[src/rtl/dbsc_params.svh]
// Constants of the dead-band and shutdown control block: offsets, field positions, reset values.
// Assumes inclusion by bare name from the package; the design modules use its macros without including it.
`ifndef DBSC_PARAMS_SVH
`define DBSC_PARAMS_SVH

// Register offsets on the plain register port
`define DBSC_OFF_SHUTDOWN_CONTROL 4'h0
`define DBSC_OFF_RISE_COUNT 4'h1
`define DBSC_OFF_FALL_COUNT 4'h2
`define DBSC_OFF_IRQ_STATUS 4'h3
`define DBSC_OFF_IRQ_MASK 4'h4
`define DBSC_OFF_WAVE_CONTROL 4'h5

// Shutdown control fields
`define DBSC_BIT_SHUTDOWN_FLAG 7
`define DBSC_BIT_AUTO_RESTART 6
`define DBSC_BIT_ON_CMP_TWO 3
`define DBSC_BIT_ON_CMP_ONE 2
`define DBSC_BIT_ON_FAULT_PIN 1
`define DBSC_BIT_ON_LOGIC_CELL_TWO 0
`define DBSC_SHUTDOWN_CONTROL_RESET 8'h00

// Dead-band count width and reset fill
`define DBSC_COUNT_WIDTH 6
`define DBSC_COUNT_RESET 6'h00

// Wave control fields
`define DBSC_BIT_ENABLE 0
`define DBSC_BIT_OVR_A 1
`define DBSC_BIT_OVR_B 2

// Interrupt status fields
`define DBSC_IRQ_SHUTDOWN_ENTER 0
`define DBSC_IRQ_SHUTDOWN_LEAVE 1
`define DBSC_IRQ_WIDTH 2

`endif

[src/rtl/dbsc_pkg.sv]
// Types shared by the dead-band and shutdown control block.
// Assumes dbsc_params.svh is on the include path.
package dbsc_pkg;
    `include "dbsc_params.svh"

    // Output phase of the waveform path
    typedef enum logic [3:0] {
        DBSC_OVERRIDE = 4'h1,
        DBSC_WAIT_EDGE = 4'h2,
        DBSC_RUN = 4'h4,
        DBSC_IDLE = 4'h8
    } dbsc_phase_t;
endpackage

[src/rtl/dbsc_delay.sv]
// Edge delay of one complementary leg: the leg follows its source's rise after a programmed count, its fall at once.
// Assumes a source that is synchronous to clk.
`timescale 1ns/1ps
`default_nettype none
module dbsc_delay
    import dbsc_pkg::*;
#(
    parameter int W = 6
) (
    input wire logic clk,
    input wire logic rst_n,
    input wire logic src,
    input wire logic [W-1:0] count,
    output logic dly
);
    typedef struct packed {
        logic [W-1:0] cnt;
        logic out;
    } dbsc_dly_t;

    dbsc_dly_t s_q;
    dbsc_dly_t s_d;

    // Rising edge waits count cycles; a fall passes at once; zero bypasses
    always_comb begin
        s_d = s_q;
        if (!src) begin
            s_d.out = 1'b0;
            s_d.cnt = '0;
        end else if (count == '0) begin
            s_d.out = 1'b1; // [RQ7] [RQ8]
        end else if (!s_q.out) begin
            if (s_q.cnt >= count) begin
                s_d.out = 1'b1; // n counts plus one sampling cycle [RQ7] [RQ8]
            end else begin
                s_d.cnt = s_q.cnt + 1'b1;
            end
        end
    end

    always_ff @(posedge clk or negedge rst_n) begin
        if (!rst_n) begin
            s_q <= '0;
        end else begin
            s_q <= s_d;
        end
    end

    assign dly = s_q.out;
endmodule // dbsc_delay
`default_nettype wire

[src/rtl/dbsc_ctrl.sv]
// Dead-band and auto-shutdown control of a complementary waveform generator.
// Assumes synchronous inputs, one clock, and a plain register port with read data one cycle late.
//
// Function
// RQ1 - Shutdown flag bit 7 is set by a shutdown event and reads one while shut down.
// RQ2 - Auto-restart bit 6 leaves shutdown by itself; otherwise software clears the flag.
// RQ3 - Bit 3 enables shutdown while comparator two output is high.
// RQ4 - Bit 2 enables shutdown while comparator one output is high.
// RQ5 - Bit 1 enables shutdown while the fault pin is low.
// RQ6 - Bit 0 enables shutdown while logic cell two output is high.
// RQ7 - Rising dead band is six-bit n, giving n to n+1 counts, zero none.
// RQ8 - Falling dead band uses its own six-bit count; zero bypasses it.
// RQ9 - Control bits clear on every reset; counts survive non-power resets. The code clears the control bits on rst_n only, not on por_n.
// RQ10 - Shutdown inputs are levels; no exit while an enabled source stays active.
// RQ11 - Auto-restart clears the flag once all enabled sources are inactive.
// RQ12 - Overrides hold after the flag clears until the next input rising edge.
// RQ13 - Software clear of the flag is ignored while a selected source is active.
// RQ14 - Shutdown request is the OR of enabled sources, setting the flag that clock.
`timescale 1ns/1ps
`default_nettype none
module dbsc_ctrl
    import dbsc_pkg::*;
#(
    parameter int COUNT_W = `DBSC_COUNT_WIDTH
) (
    input wire logic clk,
    input wire logic rst_n,
    input wire logic por_n,
    input wire logic [3:0] reg_addr,
    input wire logic [7:0] reg_wdata,
    input wire logic reg_write,
    input wire logic reg_read,
    output logic [7:0] reg_rdata,
    input wire logic wave_input,
    input wire logic cmp_one_output,
    input wire logic cmp_two_output,
    input wire logic logic_cell_two_output,
    input wire logic fault_input_pin_n,
    output logic wave_out_a,
    output logic wave_out_b,
    output logic shutdown_active,
    output logic irq
);
    // Control state in one record; the dead-band counts are kept apart
    typedef struct packed {
        logic shutdown_flag;
        logic auto_restart_enable;
        logic shutdown_on_cmp_two;
        logic shutdown_on_cmp_one;
        logic shutdown_on_fault_pin;
        logic shutdown_on_logic_cell_two;
        logic enable;
        logic ovr_a;
        logic ovr_b;
        logic [`DBSC_IRQ_WIDTH-1:0] irq_status;
        logic [`DBSC_IRQ_WIDTH-1:0] irq_mask;
        logic wave_prev;
        dbsc_phase_t phase;
        logic out_a;
        logic out_b;
        logic [7:0] rdata;
    } dbsc_state_t;

    // Counts kept apart so the power-on reset alone clears them
    typedef struct packed {
        logic [COUNT_W-1:0] rise_delay_count;
        logic [COUNT_W-1:0] fall_delay_count;
    } dbsc_counts_t;

    dbsc_state_t s_q;
    dbsc_state_t s_d;
    dbsc_counts_t c_q;
    dbsc_counts_t c_d;

    logic shutdown_req;
    logic leg_a_src;
    logic leg_b_src;
    logic leg_a_dly;
    logic leg_b_dly;

    // Pads a narrow count into a byte with upper bits zero
    function automatic logic [7:0] dbsc_pad(input logic [COUNT_W-1:0] v);
        logic [7:0] r;
        r = '0;
        r[COUNT_W-1:0] = v;
        return r;
    endfunction

    // Shutdown control register image
    function automatic logic [7:0] dbsc_ctl_image(input dbsc_state_t s);
        logic [7:0] r;
        r = `DBSC_SHUTDOWN_CONTROL_RESET;
        r[`DBSC_BIT_SHUTDOWN_FLAG] = s.shutdown_flag;
        r[`DBSC_BIT_AUTO_RESTART] = s.auto_restart_enable;
        r[`DBSC_BIT_ON_CMP_TWO] = s.shutdown_on_cmp_two;
        r[`DBSC_BIT_ON_CMP_ONE] = s.shutdown_on_cmp_one;
        r[`DBSC_BIT_ON_FAULT_PIN] = s.shutdown_on_fault_pin;
        r[`DBSC_BIT_ON_LOGIC_CELL_TWO] = s.shutdown_on_logic_cell_two;
        return r;
    endfunction

    // Pads an interrupt field into a byte; keeps the read mux free of hand-counted zero fills
    function automatic logic [7:0] dbsc_irq_pad(input logic [`DBSC_IRQ_WIDTH-1:0] v);
        logic [7:0] r;
        r = 8'h00;
        r[`DBSC_IRQ_WIDTH-1:0] = v;
        return r;
    endfunction

    // Wave control register image
    function automatic logic [7:0] dbsc_wave_image(input dbsc_state_t s);
        logic [7:0] r;
        r = 8'h00;
        r[`DBSC_BIT_ENABLE] = s.enable;
        r[`DBSC_BIT_OVR_A] = s.ovr_a;
        r[`DBSC_BIT_OVR_B] = s.ovr_b;
        return r;
    endfunction

    // Low-to-high change between two samples of one level
    function automatic logic dbsc_rose(input logic prev_v, input logic cur_v);
        return cur_v & ~prev_v;
    endfunction

    // Sources are taken as synchronous levels; a raw pin needs a synchroniser upstream
    // OR of every enabled source at its own active level
    assign shutdown_req = (s_q.shutdown_on_cmp_two & cmp_two_output)              // [RQ3] [RQ14]
                        | (s_q.shutdown_on_cmp_one & cmp_one_output)              // [RQ4] [RQ14]
                        | (s_q.shutdown_on_fault_pin & ~fault_input_pin_n)        // [RQ5] [RQ14]
                        | (s_q.shutdown_on_logic_cell_two & logic_cell_two_output); // [RQ6] [RQ14]

    // Complementary legs before dead band: A follows the input, B its inverse
    // Dead band delays rising edges only; falls pass at once, so the legs never overlap
    assign leg_a_src = wave_input;
    assign leg_b_src = ~wave_input;

    // Rising edge of A is delayed by the rise count
    dbsc_delay #(
        .W(COUNT_W)
    ) u_rise (
        .clk(clk),
        .rst_n(rst_n),
        .src(leg_a_src),
        .count(c_q.rise_delay_count),
        .dly(leg_a_dly)
    );

    // Rising edge of B, which is the input falling, is delayed by the fall count
    dbsc_delay #(
        .W(COUNT_W)
    ) u_fall (
        .clk(clk),
        .rst_n(rst_n),
        .src(leg_b_src),
        .count(c_q.fall_delay_count),
        .dly(leg_b_dly)
    );

    // Next-state logic: register port, shutdown flag, phase and outputs
    always_comb begin
        logic wsel;
        logic flag_set;
        logic flag_clr;
        logic [`DBSC_IRQ_WIDTH-1:0] ev;
        wsel = 1'b0;
        flag_set = 1'b0;
        flag_clr = 1'b0;
        ev = '0;
        s_d = s_q;
        c_d = c_q;
        s_d.wave_prev = wave_input;

        // Register writes
        // Status is read-only; a write there or to an unmapped index changes nothing
        if (reg_write) begin
            unique case (reg_addr)
                `DBSC_OFF_SHUTDOWN_CONTROL: begin
                    wsel = 1'b1;
                    s_d.auto_restart_enable = reg_wdata[`DBSC_BIT_AUTO_RESTART];
                    s_d.shutdown_on_cmp_two = reg_wdata[`DBSC_BIT_ON_CMP_TWO];
                    s_d.shutdown_on_cmp_one = reg_wdata[`DBSC_BIT_ON_CMP_ONE];
                    s_d.shutdown_on_fault_pin = reg_wdata[`DBSC_BIT_ON_FAULT_PIN];
                    s_d.shutdown_on_logic_cell_two = reg_wdata[`DBSC_BIT_ON_LOGIC_CELL_TWO];
                end
                `DBSC_OFF_RISE_COUNT: begin
                    c_d.rise_delay_count = reg_wdata[COUNT_W-1:0]; // [RQ7]
                end
                `DBSC_OFF_FALL_COUNT: begin
                    c_d.fall_delay_count = reg_wdata[COUNT_W-1:0]; // [RQ8]
                end
                `DBSC_OFF_IRQ_MASK: begin
                    s_d.irq_mask = reg_wdata[`DBSC_IRQ_WIDTH-1:0];
                end
                `DBSC_OFF_WAVE_CONTROL: begin
                    s_d.enable = reg_wdata[`DBSC_BIT_ENABLE];
                    s_d.ovr_a = reg_wdata[`DBSC_BIT_OVR_A];
                    s_d.ovr_b = reg_wdata[`DBSC_BIT_OVR_B];
                end
                default: begin
                end
            endcase
        end

        // Software may set or clear the flag; a set starts a forced shutdown
        // A forced set lasts one cycle under auto restart, as no source holds it
        if (wsel && reg_wdata[`DBSC_BIT_SHUTDOWN_FLAG]) begin
            flag_set = 1'b1;
        end
        if (wsel && !reg_wdata[`DBSC_BIT_SHUTDOWN_FLAG]) begin
            flag_clr = 1'b1; // [RQ2]
        end

        // Request sets the flag the same clock; it is never cleared while the request stands
        // Level sensitive: the flag cannot drop while any enabled source stays active
        if (shutdown_req) begin
            flag_set = 1'b1; // [RQ1] [RQ14]
            flag_clr = 1'b0; // [RQ10] [RQ13]
        end else if (s_q.auto_restart_enable && s_q.shutdown_flag) begin
            flag_clr = 1'b1; // [RQ2] [RQ11]
        end

        // Set wins over clear
        // A clear in the same cycle as a new request loses, so no shutdown is ever missed
        if (flag_set) begin
            s_d.shutdown_flag = 1'b1; // [RQ1]
        end else if (flag_clr) begin
            s_d.shutdown_flag = 1'b0;
        end

        // Events for the interrupt status, taken from the flag's next value so they line up with it
        ev[`DBSC_IRQ_SHUTDOWN_ENTER] = dbsc_rose(s_q.shutdown_flag, s_d.shutdown_flag);
        ev[`DBSC_IRQ_SHUTDOWN_LEAVE] = dbsc_rose(~s_q.shutdown_flag, ~s_d.shutdown_flag);

        // Read data, registered; a status read clears status but a same-cycle event survives
        s_d.rdata = 8'h00;
        if (reg_read) begin
            unique case (reg_addr)
                `DBSC_OFF_SHUTDOWN_CONTROL: begin
                    s_d.rdata = dbsc_ctl_image(s_q); // [RQ1]
                end
                `DBSC_OFF_RISE_COUNT: begin
                    s_d.rdata = dbsc_pad(c_q.rise_delay_count); // [RQ7]
                end
                `DBSC_OFF_FALL_COUNT: begin
                    s_d.rdata = dbsc_pad(c_q.fall_delay_count); // [RQ8]
                end
                `DBSC_OFF_IRQ_STATUS: begin
                    s_d.rdata = dbsc_irq_pad(s_q.irq_status);
                    s_d.irq_status = '0;
                end
                `DBSC_OFF_IRQ_MASK: begin
                    s_d.rdata = dbsc_irq_pad(s_q.irq_mask);
                end
                `DBSC_OFF_WAVE_CONTROL: begin
                    s_d.rdata = dbsc_wave_image(s_q);
                end
                default: begin
                    s_d.rdata = 8'h00; // Unmapped indexes read as zero
                end
            endcase
        end
        s_d.irq_status = s_d.irq_status | ev;

        // Output phase: override while flagged, then wait for a rising input edge
        unique case (s_q.phase)
            DBSC_IDLE: begin
                if (s_q.enable) begin
                    s_d.phase = s_q.shutdown_flag ? DBSC_OVERRIDE : DBSC_WAIT_EDGE;
                end
            end
            DBSC_OVERRIDE: begin
                if (!s_q.shutdown_flag) begin
                    s_d.phase = DBSC_WAIT_EDGE; // [RQ12]
                end
            end
            DBSC_WAIT_EDGE: begin
                if (s_q.shutdown_flag) begin
                    s_d.phase = DBSC_OVERRIDE;
                end else if (dbsc_rose(s_q.wave_prev, wave_input)) begin
                    s_d.phase = DBSC_RUN; // [RQ12]
                end
            end
            DBSC_RUN: begin
                if (s_q.shutdown_flag) begin
                    s_d.phase = DBSC_OVERRIDE;
                end
            end
            default: begin
                // An illegal code falls back to idle, where both legs are low
                s_d.phase = DBSC_IDLE;
            end
        endcase
        // A disabled block always rests in idle, whatever the phase was
        if (!s_q.enable) begin
            s_d.phase = DBSC_IDLE;
        end

        // Drive the legs: override levels in shutdown and until the restart edge
        unique case (s_d.phase)
            DBSC_RUN: begin
                s_d.out_a = leg_a_dly;
                s_d.out_b = leg_b_dly;
            end
            DBSC_OVERRIDE, DBSC_WAIT_EDGE: begin
                s_d.out_a = s_q.ovr_a; // [RQ12]
                s_d.out_b = s_q.ovr_b; // [RQ12]
            end
            default: begin
                // Idle drives both legs low
                s_d.out_a = 1'b0;
                s_d.out_b = 1'b0;
            end
        endcase
    end

    // Control state clears on the ordinary reset rst_n only; the power-on reset por_n does not reach it
    always_ff @(posedge clk or negedge rst_n) begin
        if (!rst_n) begin
            s_q <= '{phase: DBSC_IDLE, default: '0}; // [RQ9]
        end else begin
            s_q <= s_d;
        end
    end

    // Counts clear only on power-on reset and hold through the ordinary reset
    always_ff @(posedge clk or negedge por_n) begin
        if (!por_n) begin
            c_q <= '0; // [RQ9]
        end else begin
            c_q <= c_d;
        end
    end

    // Every output but irq comes straight from a flip-flop, so no pin glitches on a decode change
    assign reg_rdata = s_q.rdata;
    assign wave_out_a = s_q.out_a;
    assign wave_out_b = s_q.out_b;
    assign shutdown_active = s_q.shutdown_flag; // [RQ1]
    // Level interrupt while any unmasked status bit stands
    assign irq = |(s_q.irq_status & s_q.irq_mask);
endmodule // dbsc_ctrl
`default_nettype wire

[config.mk]
export PLATFORM = sky130hd
export DESIGN_NAME = dbsc_ctrl
export DESIGN_NICKNAME = d
export VERILOG_FILES = /design/src/rtl/dbsc_pkg.sv /design/src/rtl/dbsc_delay.sv /design/src/rtl/dbsc_ctrl.sv
export VERILOG_INCLUDE_DIRS = /design/src /design/src/rtl
export SDC_FILE = /design/constraint.sdc
export NUM_CORES = 1
export LEC_CHECK = 0
export ABC_CLOCK_PERIOD_IN_PS = 2400
export BUFFER_PORTS_ARGS = -buffer_cell sky130_fd_sc_hd__buf_2
export CAP_MARGIN = 20
export CORE_UTILIZATION = 48
export DETAILED_ROUTE_END_ITERATION = 12
export PLACE_DENSITY_LB_ADDON = 0.1
export SYNTH_ARGS = -nofsm -noshare
export SYNTH_HDL_FRONTEND = slang
export SYNTH_SLANG_ARGS = --single-unit
[constraint.sdc]
create_clock -name clk -period 2.4 [get_ports clk]
set_input_delay 0.24 -clock clk [delete_from_list [all_inputs] [get_ports clk]]
set_output_delay 0.24 -clock clk [all_outputs]
set_load 0.01 [all_outputs]
=== After elaboration in Yosys (flattened, before gate mapping) ===
Index checks and enable logic that the tools add are counted.
Widths: inputs -> output; s select.

* Register bits: 54
* Input bits: 22
* Output and inout port bits: 12
* Word-level logic and storage cells: 109

* $add $sub $neg: 2
* Magnitude comparators: 2
* Equality and inequality tests: 18
* Mux-type cells: 33
* Bitwise gates (word level): 16
* Reduce and logical (&&, ||, !) cells: 16

{| class="wikitable"
|+ Operator list
! operator !! count
|-
| $pmux 8 s6 || 1
|-
| $mux 7 || 4
|-
| $mux 6 || 4
|-
| $mux 4 || 5
|-
| $eq 4x2->1 const B || 4
|-
| $eq 4x3->1 const B || 4
|-
| $pmux 4 s4 || 1
|-
| $mux 1 || 13
|-
| $add 6x1->6 const B || 2
|-
| $eq 4x1->1 const B || 3
|-
| $ge 6x6->1 || 2
|-
| $logic_not 6->1 || 2
|-
| $ne 2x2->1 const B || 6
|-
| $reduce_and 2->1 || 5
|-
| $mux 8 || 1
|-
| $and 1x1->1 || 7
|-
| $mux 2 || 3
|-
| $reduce_and 3->1 || 2
|-
| $eq 4x4->1 const B || 1
|-
| $logic_not 4->1 || 1
|-
| $not 1->1 || 4
|-
| $pmux 2 s2 || 1
|-
| $reduce_or 2->1 || 2
|-
| $logic_and 1x1->1 || 3
|-
| 4 further kinds || 6
|}

=== Depth between registers and ports, before layout ===
Gate-level depths: netlist of run 1.

* Word-level depth: 12
* Mapped depth: 8
* Gate-level depth less buffers: 7

=== Cells and area by module ===
A second synthesis of run 1 with hierarchy kept.

* Cells, all modules: 264
* Area total of the unflattened synthesis: 2,985.4 sq um

{| class="wikitable"
|+ By module, submodules not included
! module !! times used !! cells an instance !! area an instance (sq um)
|-
| dbsc_ctrl || 1 || 154 || 1,896.8
|-
| dbsc_delay || 2 || 55 || 544.3
|}

=== Worst setup path after synthesis of run 1 ===
Ideal clock, no wire load.

* Path type: reg2reg
* Start point: reg c_q[11] in the netlist's numbering
* End point: reg u_rise.s_q[6] in the netlist's numbering
* Arrival: 1.802 ns
* Setup slack: 0.516 ns
* Stages on the path, launching flop included: 8
* Buffers on the path: 0
* Clock period less this slack: 1.884 ns
* Cells stage by stage: dfrtp_1 inv_1 ha_1 a211o_1 a31oi_1 o21ai_1 or4_1 a31oi_1

* Longest elaborated chain between the ends: 3

{| class="wikitable"
|+ RTL lines
! item !! RTL line !! text
|-
| start: declaration || dbsc_ctrl.sv:72 || <nowiki>dbsc_counts_t c_q;</nowiki>
|-
| start signal: assignment || dbsc_ctrl.sv:328 || <nowiki>c_q <= '0;</nowiki>
|-
| start signal: assignment || dbsc_ctrl.sv:330 || <nowiki>c_q <= c_d;</nowiki>
|-
| $ge 6x6->1 or $logic_not 6->1 (tied branches) || dbsc_delay.sv:33, dbsc_delay.sv:30 ||
|-
| $ne 2x2->1 (no source line) || -- ||
|-
| $reduce_and 3->1 (no source line) (*) || -- ||
|-
| end signal: assignment || dbsc_delay.sv:43 || <nowiki>s_q <= '0;</nowiki>
|-
| end signal: assignment || dbsc_delay.sv:45 || <nowiki>s_q <= s_d;</nowiki>
|-
| end: declaration || dbsc_delay.sv:21 || <nowiki>dbsc_dly_t s_q;</nowiki>
|}

Mark *: on every way between the ends. The rest lies on a longest branch, timed or not.
A chain may end at the register's enable or synchronous reset.

=== Final worst setup path of run 1 ===
Same ends and word-level chain as after synthesis.

==> impl_metrics.env, run 1 <==
export IMPL_status="finished clean"
export IMPL_gp_congestion=0.766
export IMPL_rr_startpoint="c_q[11]"
export IMPL_h_tree_depth=2
export IMPL_ys_seq_area_share_pct=47.4
export IMPL_grt_use_total_pct=19.8
export IMPL_wl_per_cell_um=15.1
export IMPL_num_antenna_cells=0
export IMPL_rsz0062_at_grt="false"
export IMPL_drc=0
export IMPL_cts_root_buf="clkbuf_8"
export IMPL_clockBufferDepth=2
export IMPL_path_clk_slew_ns=0.10
export IMPL_path_max_fanout=13
export IMPL_period_minus_slack_ns=2.22
export IMPL_crit_path_end_kind="register"
export IMPL_rows=27
export IMPL_grt_max_degree=43
export IMPL_setup_viol=0
export IMPL_placed_area_um2=3010
export IMPL_portBuffers=33
export IMPL_cp_required_ns=2.64
export IMPL_clkLatencyLatePin_ns=0.31
export IMPL_ctsResizeCount=0
export IMPL_core_area_um2=5610
export IMPL_grt_overflow=0
export IMPL_yosys_warnings=0
export IMPL_cts_sinks=54
export IMPL_final_hold_viol_count=0
export IMPL_synth_flop_cell="dfrtp_1"
export IMPL_finalSetupTns_ns=0
export IMPL_crit_type="register to register"
export IMPL_antenna_found_initial=0
export IMPL_die_h_um=79.1
export IMPL_slew_headroom_pct=37.7
export IMPL_synth_area_leaders="dfrtp_1 (46%), mux2_2 (9.1%), ha_1 (6.1%)"
export IMPL_firstDrtPassIters=6
export IMPL_wl_um=5560
export IMPL_postCtsHoldBufs=1
export IMPL_dp_hpwl_um=4090
export IMPL_async_reset_ff_share_pct=100
export IMPL_fp_dieW_um=79.1
export IMPL_worstRegToRegCells=7
export IMPL_ys_types=49
export IMPL_startpoint="c_q[11]"
export IMPL_synthCells=269
export IMPL_drtIter0Drc=78
export IMPL_viasPerCell=5.44
export IMPL_start_kind="register"
export IMPL_grt_pass1_wl_um=9410
export IMPL_start_util_pct=50.9
export IMPL_leakage_uw=0.00149
export IMPL_cellPowerDensity_nw_per_um2=814
export IMPL_vias=2001
export IMPL_cts_buffers=5
export IMPL_synthesis_area_um2=2860
export IMPL_synth_area_per_cell_um2=10.6
export IMPL_place_ws_ns=0.201
export IMPL_synth_edff_count=0
export IMPL_post_cts_buffers=0
export IMPL_yosys_area_top_type="dfrtp_1"
export IMPL_reg2reg_to="u_rise.s_q[6]"
export IMPL_regArea_um2=1350
export IMPL_ios=34
export IMPL_peakVddDrop_mv=0.516
export IMPL_grt_pass1_vias=1925
export IMPL_setup_slack_ns=0.180
export IMPL_cts_tree="done"
export IMPL_fin_crit_sh_pct=92.5
export IMPL_antenna_left=0
export IMPL_synth_fp_nets=305
export IMPL_ys_seq_elements=54
export IMPL_drive_gt1_share_pct=23.0
export IMPL_yosys_area_top_type_share_pct=46.5
export IMPL_fillCellCount=528
export IMPL_worst_slew_pin_slew_ns=0.935
export IMPL_final_max_slew_violation_count=0
export IMPL_areaGrowthSynthToFinish_pct=9.25
export IMPL_skew_ns=0.00659
export IMPL_fmax_mhz=450
export IMPL_multi_input_area_um2=1350
export IMPL_num_nets_final=331
export IMPL_fin_area_um2=3120
export IMPL_hold_path_class="input port to async pin"
export IMPL_die_area_um2=6260
export IMPL_arrival_ns=2.46
export IMPL_rrSetupSlack_ns=0.18
export IMPL_drv_cap=0
-- worst max path at each step --
stage                                to  slack [ns]  cells after the start
after floorplan           u_rise.s_q[6]        0.52                      7
after global routing      u_rise.s_q[6]       0.002                      7
after detailed placement  u_rise.s_q[6]        0.20                      7
final                     u_rise.s_q[6]        0.18                      7
after CTS                 u_rise.s_q[6]        0.17                      7
after global placement    u_rise.s_q[6]        0.26                      7
-- cells by family (layout without fill, tap and decap cells) --
logic type | count (synthesis) | count (layout) | share of synthesized area [%]
XOR/XNOR | 1 | 1 | 0.307
AND/OR/NAND/NOR | 82 | 82 | 15.7
buffers and inverters | 31 | 58 | 5.48
adder cells (fa/ha/maj) | 14 | 14 | 6.14
AO/OA/AOI/OAI | 57 | 57 | 13.5
flip-flops | 54 | 54 | 47.4
multiplexers | 30 | 30 | 11.5
-- area by class of cell --
| cell class | count | share of cell area [%] |
|---|---|---|
| Clock inverter | 3 | 0.842 |
| Multi-Input combinational cell | 184 | 43.2 |
| Tap cell | 72 | 2.89 |
| Inverter | 16 | 1.93 |
| Timing Repair Buffer | 34 | 5.62 |
| Sequential cell | 54 | 43.4 |
| Clock buffer | 5 | 2.21 |
-- cell usage after synthesis (2+ instances only) --
cell and count:
dfrtp_1 53, mux2_2 23, nor2_1 20, inv_1 16, ha_1 14, o21ai_0 14, nand2_1 11, a21oi_1 9
nand3_1 9, buf_4 8, mux2i_1 7, nor2b_1 7, a31oi_1 6, nand3b_1 6, a21boi_1 4, a22oi_1 4
and3_1 4, clkbuf_1 4, nand2b_1 4, nor3_1 4, nor3b_1 4, a22o_1 3, o22a_1 3, buf_2 2
nor4_1 2, o21ai_1 2, or3_1 2, or3b_1 2, or4_1 2
-- where the power goes --
part | internal (µW) | switching (µW) | leakage (µW)
clock | 211 | 308 | 0.0000483
sequential | 1090 | 211 | 0.000693
combinational | 361 | 355 | 0.000753
total | 1670 | 873 | 0.00149
-- registers in the layout, indices dropped and copies added, names as in the netlist --
name	cells
u_fall.dly	1
s_q	17
wave_out_a	1
c_q	12
wave_out_b	1
shutdown_active	1
u_rise.dly	1
reg_rdata	8
u_rise.s_q	6
u_fall.s_q	6
-- per-stage QoR --
step,hold slack [ns],utilization [%],power (µW),instances
floorplan,-0.0556,-,1840,269
global placement,0.138,53.7,2030,359
detailed placement,0.139,53.7,2050,359
CTS,0.0985,55.6,2580,368
global route,0.131,55.6,2740,368
finish,0.0631,55.6,2540,368
-- cells in the final DEF, fill, tap and decap left out, types with 2 or more instances in the layout --
cell type	netlist	layout
a21boi_1	4	4
a22o_1	3	3
o21ai_1	2	2
mux2i_1	7	7
o21ai_0	14	14
nor3b_1	4	4
mux2_2	23	23
a31oi_1	6	6
or4_1	2	2
nand3b_1	6	6
or3_1	2	2
nor2_1	20	20
nand2b_1	4	4
clkinv_4	0	3
dfrtp_1	53	53
buf_2	2	33
nor4_1	2	2
a21oi_1	9	9
ha_1	14	14
nand3_1	9	9
nor2b_1	7	7
o22a_1	3	3
or3b_1	2	2
nand2_1	11	11
and3_1	4	4
a22oi_1	4	4
nor3_1	4	4
clkbuf_8	0	5
inv_1	16	16
-- worst max-delay path: stages (launching register included) --
cell and delay [ns]:
dfrtp_1 0.41, inv_1 0.06, ha_1 0.31, a211o_1 0.29, a31oi_1 0.14, o21ai_1 0.25, or4_1 0.53, a31oi_1 0.16
-- metal layers --
layer / vias up / part of all wire, % / global-route usage, %
li1: 1010 / - / -
met1: 957 / 49 / 27.3
met2: 28 / 47 / 31.5
met3: 6 / 2.6 / 4.14
met4: 0 / 1.1 / 5.45
met5: - / 0 / 0
No activity file was read; power rests on OpenSTA's default activity.
==> run 2, diff against run 1 <==
--- a/config.mk
+++ b/config.mk
@@ -9,6 +9,7 @@
 export ABC_CLOCK_PERIOD_IN_PS = 2400
 export BUFFER_PORTS_ARGS = -buffer_cell sky130_fd_sc_hd__buf_2
 export CAP_MARGIN = 20
+export CORE_ASPECT_RATIO = 1.1
 export CORE_UTILIZATION = 48
 export DETAILED_ROUTE_END_ITERATION = 12
 export PLACE_DENSITY_LB_ADDON = 0.1
==> run 2 against run 1 <==
Compared with the run above: sequential power about the same; global-route usage rose by 0.22 points; setup slack better by 0.11 ns; via count increased by 2.0%; worst hold slack hardly changed; combinational power increased by 2%; critical path type unchanged; critical endpoint is now u_rise.s_q[3]; largest power group unchanged; highest routed layer unchanged.
==> impl_metrics.env, run 2 (synthesis results as in run 1) <==
export IMPL_layout_common_cells="dfrtp_1 (53), buf_2 (33), mux2_2 (23), nor2_1 (20), inv_1 (16)"
export IMPL_rows=29
export IMPL_clkLatencyLatePin_ns=0.31
export IMPL_cts_tree="done"
export IMPL_cellPowerDensity_nw_per_um2=837
export IMPL_antenna_found_initial=0
export IMPL_final_hold_viol_count=0
export IMPL_clockBufferDepth=2
export IMPL_areaGrowthSynthToFinish_pct=10.3
export IMPL_path_clk_slew_ns=0.10
export IMPL_peakVddDrop_mv=0.446
export IMPL_drc=0
export IMPL_cts_sinks=54
export IMPL_wl_per_cell_um=14.9
export IMPL_cts_buffers=5
export IMPL_cts_root_buf="clkbuf_8"
export IMPL_wl_um=5590
export IMPL_h_tree_depth=2
export IMPL_gp_congestion=0.795
export IMPL_dp_hpwl_um=4090
export IMPL_slew_headroom_pct=39.0
export IMPL_vias=2041
export IMPL_dp_cells=365
export IMPL_skew_ns=0.00893
export IMPL_crit_type="register to register"
export IMPL_core_area_um2=5770
export IMPL_ios=34
export IMPL_grt_overflow=0
export IMPL_cp_required_ns=2.64
export IMPL_die_area_um2=6260
export IMPL_largest_reg_flops=17
export IMPL_grt_max_degree=43
export IMPL_utilization_pct=54.6
export IMPL_antenna_left=0
export IMPL_period_minus_slack_ns=2.11
export IMPL_viasPerCell=5.46
export IMPL_firstDrtPassIters=4
export IMPL_ctsResizeCount=0
export IMPL_die_h_um=82.9
export IMPL_start_kind="register"
export IMPL_num_nets_final=332
export IMPL_drv_cap=0
export IMPL_setup_viol=0
export IMPL_worst_slew_pin_slew_ns=0.915
export IMPL_status="finished clean"
export IMPL_grt_use_total_pct=20.0
export IMPL_fin_area_um2=3150
export IMPL_rsz0062_at_grt="false"
export IMPL_hold_path_class="input port to async pin"
export IMPL_arrival_ns=2.35
export IMPL_p_total_uw=2640
export IMPL_layout_commonest_cell="dfrtp_1"
export IMPL_drtIter0Drc=62
export IMPL_fin_cells=374
export IMPL_grt_pass1_vias=1943
export IMPL_start_util_pct=49.5
export IMPL_leakage_uw=0.00150
export IMPL_final_max_slew_violation_count=0
export IMPL_crit_path_end_kind="register"
export IMPL_num_antenna_cells=0
export IMPL_grt_pass1_wl_um=9470
export IMPL_fin_crit_sh_pct=88.0
export IMPL_finalSetupTns_ns=0
export IMPL_regMostFlops="s_q"
export IMPL_drive_gt1_share_pct=22.9
export IMPL_fp_dieW_um=75.5
export IMPL_portBuffers=33
export IMPL_fmax_mhz=474
export IMPL_path_max_fanout=8
export IMPL_placed_area_um2=3030
==> run 2: cell types whose count changed in the layout (fill, tap and decap cells not counted), sizes merged <==
cell	change
buf	+1
bufinv	+1
clkbuf	+1
clkinv	-3
clkinvlp	+1
==> run 2: final timing paths <==
check | slack [ns] | cells past startpoint | start | endpoint
min | 0.06 | 1 | rst_n | reg_rdata[7]
max reg2reg | 0.29 | 8 | c_q[11] | u_rise.s_q[3]
min reg2reg | 0.51 | 1 | s_q[21] | s_q[13]
min in group clk | 0.15 | 2 | reg_wdata[6] | s_q[26]
max | 0.29 | 8 | c_q[11] | u_rise.s_q[3]
max in group asynchronous | 1.77 | 1 | rst_n | u_fall.dly
==> run 2: layer usage <==
layer	global-route usage (%)	wire [µm]	vias to the layer above
met5	0	0	-
met4	5.05	78	0
met3	4.13	140	8
met2	31.5	2660	32
met1	28.0	2710	982
li1	-	-	1019
==> run 2: timing repair <==
| item | in CTS | in global routing |
|---|---|---|
| setup buffers | 0 | 0 |
| hold buffers | 1 | 0 |
| endpoints found under the hold margin | 12 | 0 |
==> run 2: stage by stage <==
stage	hold WS, ns	worst slack (ns)
after floorplan	-0.0556	0.516
after global placement	0.140	0.374
after CTS	0.0969	0.280
final	0.0632	0.288
after global routing	0.141	0.0952
after detailed placement	0.141	0.302
==> run 2: cell type report <==
type                            count  area [µm²]
Fill cell                         506        2620
Sequential cell                    54        1350
Multi-Input combinational cell    184        1350
Timing Repair Buffer               35         183
Tap cell                           77        96.3
Clock buffer                        6        72.6
Inverter                           16        60.1
Clock inverter                      2        37.5
==> run 2: where the power goes <==
group	switching [µW]	internal [µW]	leakage (µW)
registers	210	1090	0.000693
logic	358	374	0.000758
clock network	289	311	0.0000514
total	857	1780	0.00150
==> run 2: worst max-delay path, stage by stage, from the launching register on <==
cell      delay, ns
dfrtp_1        0.40
inv_1          0.06
ha_1           0.30
a211o_1        0.29
a31oi_1        0.13
o21ai_1        0.16
buf_4          0.19
or3b_1         0.37
a21boi_1       0.14
